`src/rsor_pkg.sv`:
```
// Shared constants for the 16x4 register stack with output register
package rsor_pkg;

  ////////////////////////////////////////////////////////////////////////
  // Array shape
  localparam int unsigned WORD_W = 4;
  localparam int unsigned ADDR_W = 4;
  localparam int unsigned DEPTH  = 16;

  ////////////////////////////////////////////////////////////////////////
  // Reset values
  localparam logic [WORD_W-1:0] WORD_RST = 4'h0;
  localparam logic [ADDR_W-1:0] ADDR_RST = 4'h0;
  localparam logic [3:0]        CTRL_RST = 4'hF;

  ////////////////////////////////////////////////////////////////////////
  // Control bundle bit positions (synchronised strobes)
  localparam int unsigned CTRL_CP  = 0;
  localparam int unsigned CTRL_CS  = 1;
  localparam int unsigned CTRL_WE  = 2;
  localparam int unsigned CTRL_OE  = 3;
  localparam int unsigned CTRL_W   = 4;

  ////////////////////////////////////////////////////////////////////////
  // Synchroniser depth in cycles
  localparam int unsigned SYNC_STAGES = 2;

  ////////////////////////////////////////////////////////////////////////
  // Operating modes tracked internally for waves
  typedef enum logic [1:0] {
    RSOR_IDLE,
    RSOR_WRITE,
    RSOR_HOLD
  } rsor_mode_e;

endpackage : rsor_pkg

```
`src/rsor_register_stack.sv`:
```
// 16x4 register stack with edge-loaded output register and 3-state enable
module rsor_register_stack
  import rsor_pkg::*;
#(
  parameter int unsigned DATA_W  = rsor_pkg::WORD_W,
  parameter int unsigned ADDR_BW = rsor_pkg::ADDR_W,
  parameter int unsigned WORDS   = rsor_pkg::DEPTH
) (
  // Clock and reset
  input  wire logic               mclk,
  input  wire logic               rst_n,
  // Host strobes, asynchronous to mclk; cs_n, we_n and oe_n active low, cp loads on its rising edge
  input  wire logic               cp,
  input  wire logic               cs_n,
  input  wire logic               we_n,
  input  wire logic               oe_n,
  // Host address and write data
  input  wire logic [ADDR_BW-1:0] word_select,
  input  wire logic [DATA_W-1:0]  write_data_in,
  // Three-state data outputs
  output logic      [DATA_W-1:0]  read_data_out,
  output logic      [DATA_W-1:0]  read_data_oe
);

  import rsor_pkg::*;

  ////////////////////////////////////////////////////////////////////////
  // Declarations
  logic [CTRL_W-1:0]  ctrl_raw;
  logic [CTRL_W-1:0]  ctrl_s;
  logic [ADDR_BW-1:0] addr_s;
  logic [DATA_W-1:0]  data_s;
  logic               cp_s;
  logic               cs_s_n;
  logic               we_s_n;
  logic               oe_s_n;
  logic               cp_prev;
  logic               cp_rise;
  logic               write_lvl;
  logic               load_mem;
  logic               load_din;
  logic [DATA_W-1:0]  mem [WORDS];
  logic [DATA_W-1:0]  out_reg;
  logic [DATA_W-1:0]  next_out_reg;
  logic               drive_en;
  rsor_mode_e         mode;

  ////////////////////////////////////////////////////////////////////////
  // Address match used by every word and by the read mux
  function automatic logic word_hit(
    input logic [ADDR_BW-1:0] addr,
    input int unsigned        idx
  );
    logic [ADDR_BW-1:0] idx_v;
    idx_v    = ADDR_BW'(idx);
    word_hit = (addr == idx_v);
  endfunction

  ////////////////////////////////////////////////////////////////////////
  // Pin synchronisers
  assign ctrl_raw[CTRL_CP] = cp;
  assign ctrl_raw[CTRL_CS] = cs_n;
  assign ctrl_raw[CTRL_WE] = we_n;
  assign ctrl_raw[CTRL_OE] = oe_n;

  rsor_sync #(
    .WIDTH   (CTRL_W),
    .RST_VAL (CTRL_RST)
  ) u_sync_ctrl (
    .mclk     (mclk),
    .rst_n    (rst_n),
    .async_in (ctrl_raw),
    .sync_out (ctrl_s)
  );

  rsor_sync #(
    .WIDTH   (ADDR_BW),
    .RST_VAL (ADDR_BW'(ADDR_RST))
  ) u_sync_addr (
    .mclk     (mclk),
    .rst_n    (rst_n),
    .async_in (word_select),
    .sync_out (addr_s)
  );

  rsor_sync #(
    .WIDTH   (DATA_W),
    .RST_VAL (DATA_W'(WORD_RST))
  ) u_sync_data (
    .mclk     (mclk),
    .rst_n    (rst_n),
    .async_in (write_data_in),
    .sync_out (data_s)
  );

  assign cp_s   = ctrl_s[CTRL_CP];
  assign cs_s_n = ctrl_s[CTRL_CS];
  assign we_s_n = ctrl_s[CTRL_WE];
  assign oe_s_n = ctrl_s[CTRL_OE];

  ////////////////////////////////////////////////////////////////////////
  // Clock pin edge detect on the synchronised copy
  always_ff @(posedge mclk or negedge rst_n) begin
    if (!rst_n) begin
      cp_prev <= 1'b1;
    end else begin
      cp_prev <= cp_s;
    end
  end

  assign cp_rise = cp_s & ~cp_prev;

  ////////////////////////////////////////////////////////////////////////
  // Strobe decode
  // level write qualifier
  assign write_lvl = ~cs_s_n & ~we_s_n & ~cp_s;
  assign load_mem  = cp_rise & ~cs_s_n & we_s_n;
  assign load_din  = cp_rise & ~cs_s_n & ~we_s_n;

  ////////////////////////////////////////////////////////////////////////
  // Memory array, one process per word
  // inputs sampled each cycle, host keeps them steady
  genvar gi;
  generate
    for (gi = 0; gi < WORDS; gi++) begin : g_word
      always_ff @(posedge mclk or negedge rst_n) begin
        if (!rst_n) begin
          mem[gi] <= DATA_W'(WORD_RST);
        end else if (write_lvl && word_hit(addr_s, gi)) begin
          mem[gi] <= data_s;
        end
      end
    end
  endgenerate

  ////////////////////////////////////////////////////////////////////////
  // Output register next value
  always_comb begin
    next_out_reg = out_reg;
    if (load_din) begin
      next_out_reg = data_s;
    end else if (load_mem) begin
      for (int i = 0; i < WORDS; i++) begin
        if (word_hit(addr_s, i)) begin
          next_out_reg = mem[i];
        end
      end
    end
  end

  // register holds unless an edge loads it
  always_ff @(posedge mclk or negedge rst_n) begin
    if (!rst_n) begin
      out_reg <= DATA_W'(WORD_RST);
    end else begin
      out_reg <= next_out_reg;
    end
  end

  ////////////////////////////////////////////////////////////////////////
  // Output buffer enable
  always_ff @(posedge mclk or negedge rst_n) begin
    if (!rst_n) begin
      drive_en <= 1'b0;
    end else begin
      drive_en <= ~oe_s_n;
    end
  end

  assign read_data_out = out_reg;
  assign read_data_oe  = {DATA_W{drive_en}};

  ////////////////////////////////////////////////////////////////////////
  // Mode tracking for visibility in waves
  always_ff @(posedge mclk or negedge rst_n) begin
    if (!rst_n) begin
      mode <= RSOR_IDLE;
    end else begin
      case (mode)
        RSOR_IDLE: begin
          if (write_lvl) begin
            mode <= RSOR_WRITE;
          end else if (!cs_s_n) begin
            mode <= RSOR_HOLD;
          end
        end
        RSOR_WRITE: begin
          if (!write_lvl) begin
            mode <= cs_s_n ? RSOR_IDLE : RSOR_HOLD;
          end
        end
        RSOR_HOLD: begin
          if (write_lvl) begin
            mode <= RSOR_WRITE;
          end else if (cs_s_n) begin
            mode <= RSOR_IDLE;
          end
        end
        default: begin
          mode <= RSOR_IDLE;
        end
      endcase
    end
  end

endmodule // rsor_register_stack

```
`src/rsor_sync.sv`:
```
// Two-flop synchroniser for a bundle of pin inputs
module rsor_sync #(
  parameter int unsigned WIDTH = 1,
  parameter logic [WIDTH-1:0] RST_VAL = '0
) (
  // Clock and reset
  input  wire logic             mclk,
  input  wire logic             rst_n,
  // Asynchronous input and synchronised output
  input  wire logic [WIDTH-1:0] async_in,
  output logic      [WIDTH-1:0] sync_out
);

  logic [WIDTH-1:0] meta;

  // First stage feeds only the second
  always_ff @(posedge mclk or negedge rst_n) begin
    if (!rst_n) begin
      meta     <= RST_VAL;
      sync_out <= RST_VAL;
    end else begin
      meta     <= async_in;
      sync_out <= meta;
    end
  end

endmodule // rsor_sync

```
`config.mk`:
```
export PLATFORM = sky130hd
export DESIGN_NAME = rsor_register_stack
export DESIGN_NICKNAME = d
export VERILOG_FILES = /design/src/rsor_pkg.sv /design/src/rsor_register_stack.sv /design/src/rsor_sync.sv
export SDC_FILE = /design/constraint.sdc
export NUM_CORES = 1
export LEC_CHECK = 0
export ABC_AREA = 1
export BUFFER_PORTS_ARGS = -buffer_cell sky130_fd_sc_hd__buf_2
export CORE_ASPECT_RATIO = 1.2
export CORE_UTILIZATION = 38
export DETAILED_ROUTE_END_ITERATION = 8
export GPL_TIMING_DRIVEN = 0
export PLACE_DENSITY = 0.51
export SYNTH_ARGS = -nofsm -noshare
export SYNTH_HDL_FRONTEND = slang
export SYNTH_HIERARCHICAL = 1
export SYNTH_SLANG_ARGS = --single-unit
```
`constraint.sdc`:
```
create_clock -name mclk -period 2.7 [get_ports mclk]
set_input_delay 0.54 -clock mclk [delete_from_list [all_inputs] [get_ports mclk]]
set_output_delay 0.54 -clock mclk [all_outputs]
set_load 0.005 [all_outputs]
```
# Word-level counts from Yosys, hierarchy flattened
# Index checks and enable logic that the tools add are counted.
[classes]
add_sub_neg = 0
multipliers = 0
div_mod_pow = 0
n_lt_le_gt_ge = 0
eq_ne = 15
shifts = 0
mux = 18
bitwise = 11
reduce_logical = 20
[ops]
columns = ["op", "n"]
rows = [
  ["4-bit 2-to-1 mux", 18],
  ["4-bit equality test (second input constant)", 8],
  ["17-bit nonzero test", 1],
  ["4-bit by 3-bit equality test with 1-bit output (second input constant)", 4],
  ["1-bit logical AND", 16],
  ["4-bit by 2-bit equality test with 1-bit output (second input constant)", 2],
  ["1-bit bitwise AND", 6],
  ["1-bit inverter", 5],
  ["4-bit by 1-bit equality test with 1-bit output (second input constant)", 1],
  ["4-bit zero test", 1],
  ["2-bit AND reduction", 1],
  ["2-bit nonzero test", 1],
]
[word_totals]
regBits = 94
latchBits = 0
mem_bits_rw = 0
rom_bits = 0
output_inout_bits = 8
wordCells = 89
memories = 0

# Logic depth before layout (Yosys ltp)
[depth]
word_depth = 19
depth_mapped = 23
ltp_nobuf = 23

# Hierarchy
# The synthesis kept the hierarchy.
[modules_own_cells]
columns = ["module", "instances", "cells_each", "area_per_inst_um2"]
rows = [
  ["rsor_register_stack", 1, 449, 3394.5],
  ["rsor_sync (u_sync_addr ...)", 2, 8, 200.2],
  ["rsor_sync (u_sync_ctrl)", 1, 8, 210.2],
]

# Worst setup path before layout
# OpenSTA, ideal clock, no wires.
[synth_timing]
kind = "register to register"
start = "reg u_sync_addr.sync_out[2]"
end = "reg out_reg[0], in the netlist read_data_out[0]"
arrival_ps = 1848
required_ps = 2584
path_slack_ps = 736
path_stages_with_launch = 20
period_less_slack_ps = 1964
cell_sequence = "dfrtp_1 -> nor2_4 -> nand3_1 -> or2_2 -> nand3_1 -> nand2_1 -> nand2_1 -> nand3_1 -> nand2_1 -> nand2_1 -> nand3_1 -> nand3_1 -> nand3_1 -> nand3_1 -> nand2_1 -> nand2_1 -> nand2_1 -> nand2_1 -> nand2_1 -> nand2_1"
[synth_between]
elab_chain_len = 18
[synth_rtl]
columns = ["item", "line", "source"]
rows = [
  ["start: declaration", "rsor_sync.sv:11", "output logic [WIDTH-1:0] sync_out"],
  ["start signal: assignment", "rsor_sync.sv:23", "sync_out <= meta;"],
  ["4-bit by 1-bit equality test with 1-bit output", "rsor_register_stack.sv:56", "word_hit = (addr == idx_v);"],
  ["4-bit 2-to-1 mux (15 in series)", "rsor_register_stack.sv:144", "if (word_hit(addr_s, i)) begin"],
  ["4-bit 2-to-1 mux", "rsor_register_stack.sv:142", "end else if (load_mem) begin"],
  ["4-bit 2-to-1 mux", "rsor_register_stack.sv:140", "if (load_din) begin"],
  ["end signal: assignment", "rsor_register_stack.sv:154", "out_reg <= DATA_W'(WORD_RST);"],
  ["end signal: assignment", "rsor_register_stack.sv:156", "out_reg <= next_out_reg;"],
  ["end: declaration", "rsor_register_stack.sv:43", "logic [DATA_W-1:0] out_reg;"],
]
# Several ways; a longest one is shown, not always the timed one. The select of a mux whose other input is x is not followed.
# A chain may end at the register's enable or synchronous reset.

# Worst setup path in the final report
[layout_timing]
start = "reg u_sync_ctrl.sync_out[0]"
end = "reg mem[57] (netlist bit)"
[layout_between]
elab_chain_len = 3
[layout_rtl]
columns = ["item", "line", "source"]
rows = [
  ["start: declaration", "rsor_sync.sv:11", ""],
  ["start signal: assignment", "rsor_sync.sv:23", ""],
  ["1-bit inverter", "rsor_register_stack.sv:116", "assign write_lvl = ~cs_s_n & ~we_s_n & ~cp_s;"],
  ["1-bit bitwise AND", "rsor_register_stack.sv:116", ""],
  ["1-bit logical AND", "rsor_register_stack.sv:129", "end else if (write_lvl && word_hit(addr_s, gi)) begin"],
  ["end signal: indexed assignment", "rsor_register_stack.sv:128", "mem[gi] <= DATA_W'(WORD_RST);"],
  ["end signal: indexed assignment", "rsor_register_stack.sv:130", "mem[gi] <= data_s;"],
  ["end: declaration", "rsor_register_stack.sv:42", "logic [DATA_W-1:0] mem [WORDS];"],
]
# Every way passes these cells.

==> qor.csv <==
stage,metric,value,unit
status,status,"finished, final reports clean",
cells_and_area,Area Overhead vs Synth,14.5,%
die,Row Count,40,
route,Antenna Nets Post-Route,0,
route,vias,3033,
timing,setup TNS,0,ns
cells_and_area,layout cell share with drive strength beyond 1,12.7,%
synthesis,Ys Warns,6,
die,num ports,22,
worst_setup_path,Critical Path AT,2.70,ns
timing,post-route setup slack,0.192,ns
timing,clock skew,0.00823,ns
route,wire length per cell,13.9,um
pwr,Max rail drop VDD,0.000362,V
die,core area,10100,um^2
cells_and_area,# diodes,0,
worst_setup_path,CP max FO,10,
clocking,worst skew pair latency,0.35,ns
timing,Final setup viols,0,
route,DRT Wirelength,8850,um
synthesis,Synth cell types,17,
place,HPWL Detailed,6170,um
die,die area,11000,um^2
clocking,CTS Sinks,94,
global_route,Total Routing Usage GR,18.1,%
route,drt first pass iters,4,
global_route,global-route wire length before repair,14600,um
clocking,clock-pin slew on the worst setup and hold paths,0.07,ns
clocking,setup repair bufs after CTS,0,
cells_and_area,Nets,520,
clocking,Max Buffers Root-to-Sink,2,
worst_setup_path,type of origin of the critical path,register,
synthesis,syn_nets,487,
global_route,largest net degree at the start of global routing,55,
min_path,worst hold path type,input pin to asynchronous set/reset pin,
route,drt via density,4.76,
pwr,leakage,0.00221,uW
timing,Fin. Hold Viols,0,
cells_and_area,"commonest non-fill, non-tap cell in the layout",nand2_1,
clocking,H-tree level count,3,
timing,Max Fclk,399,MHz
synthesis,post-synthesis cell count,473,
timing,Final Slew Violations,0,
synthesis,post-synthesis sequential area ratio,59.0,%
clocking,Inserted Clock Buffers,9,
timing,Slew @ Worst Pin,1.17,ns
place,"worst slack, placed",0.169,ns
die,die height,114,um
synthesis,number of synthesized register bits,94,
timing,fin crit period,2.51,ns
clocking,CTS tree,yes,
worst_setup_path,WS Path Type,register to register,
worst_setup_path,Setup crit end kind,register,
die,Initial Utilization,39.6,%
place,DP Area,4300,um^2
global_route,number of global-route vias before repair,2908,
synthesis,Mapped Avg Cell Area,8.47,um^2
timing,RSZ-0062 raised after global routing,no,
cells_and_area,design area,4590,um^2
pwr,Cell Pwr Density,697,nW/um^2
cells_and_area,Final Core Density,45.4,%
die,DIE WIDTH,95.7,um
synthesis,Post-Syn Area,4010,um^2
place,Final Wtd Congestion,0.851,
place,Port Buffers,21,
route,DR iter-0 viols,166,
global_route,initial antenna violation count,0,
timing,max_slew headroom,21.2,%
timing,Final Cycle Share,92.9,%
global_route,GR Overflow Total,0,
run,maxcap violations,0,
clocking,Root Driver,clkbuf_16,
worst_setup_path,CP required,2.89,ns
cells_and_area,"leading cell types in the layout, fill and taps excluded","157 x nand2_1, 85 x dfrtp_1, 80 x o21ai_0",
route,DRC Markers,0,
cell usage after synthesis:
cell type	instances	share of area, %
dfrtp_1	85	53
nor2_4	2	0.56
nor3_1	2	0.25
or2_2	9	1.4
nand2_2	2	0.31
nand3_1	23	2.9
inv_1	48	4.5
o21ai_0	80	10
clkbuf_1	5	0.47
nand2_1	157	15
nor2_1	27	2.5
or2_0	1	0.16
or2_1	1	0.16
a21oi_1	17	2.1
o211ai_1	1	0.19
dfstp_2	9	5.9
buf_4	4	0.75
flip-flops by register name, summed over array words and instances (netlist names):
register and cells:
u_sync_ctrl/meta 4, u_sync_addr/sync_out 4, u_sync_addr/meta 4, u_sync_data/sync_out 4, mem 64, u_sync_data/meta 4
read_data_out 4, u_sync_ctrl/sync_out 4, cp_prev 1, drive_en 1
per-stage QoR:
| stage | hold slack (ns) | std cells | total power [uW] |
|---|---|---|---|
| after floorplan | 0.244 | 473 | 1870 |
| final | 0.171 | 637 | 3200 |
| after detailed placement | 0.336 | 621 | 2010 |
| after CTS | 0.181 | 637 | 3230 |
| after global routing | 0.208 | 637 | 3360 |
| after global placement | 0.331 | 620 | 2000 |
final timing paths:
path	to	from	slack (ns)	cells past startpoint
min reg2reg	u_sync_data/sync_out[2]	u_sync_data/meta[2]	0.35	0
max	mem[57]	u_sync_ctrl/sync_out[0]	0.19	5
min	mem[55]	rst_n	0.17	1
max reg2reg	mem[57]	u_sync_ctrl/sync_out[0]	0.19	5
max in group asynchronous	mem[36]	rst_n	1.88	2
min in group mclk	u_sync_ctrl/meta[3]	oe_n	0.28	1
per-layer routing:
layer / vias up / global-route usage [%] / part of all wire [%]
li1: 1568 / - / -
met2: 59 / 28.6 / 48
met5: - / 0 / 0
met1: 1401 / 24.4 / 47
met4: 0 / 6.07 / 0.73
met3: 5 / 4.38 / 4.0
worst max-delay path, stage by stage (launching register included):
cell	delay [ns]
dfstp_2	0.38
nor3_1	0.93
clkbuf_1	0.54
nand2_1	0.29
nand2_1	0.12
o21ai_0	0.09
cell families after synthesis:
group	synth area share (%)
buf+inv	5.72
simple gates	23.0
flops	59.0
compound gates	12.3
timing repair:
| action | in CTS | in global routing |
|---|---|---|
| hold buffers | 0 | 0 |
| setup endpoints to repair | 0 | 2 |
| gates resized for setup | 0 | 2 |
where the power goes:
part           total, uW  internal (uW)  switching [uW]  leakage (uW)
Combinational        337            128             209      0.000876
Sequential          1650           1560            82.0       0.00120
Clock               1210            660             554      0.000141
cell type report:
type | count | area, um^2
repair buffers | 22 | 135
fillers | 1022 | 5520
multi-input cells | 322 | 1420
clock buffers | 11 | 243
flip-flops and latches | 94 | 2360
clock inverters | 5 | 40.0
inverters | 48 | 180
plain buffers | 9 | 48.8
well taps | 126 | 158
(Power assumes the default switching activity.)
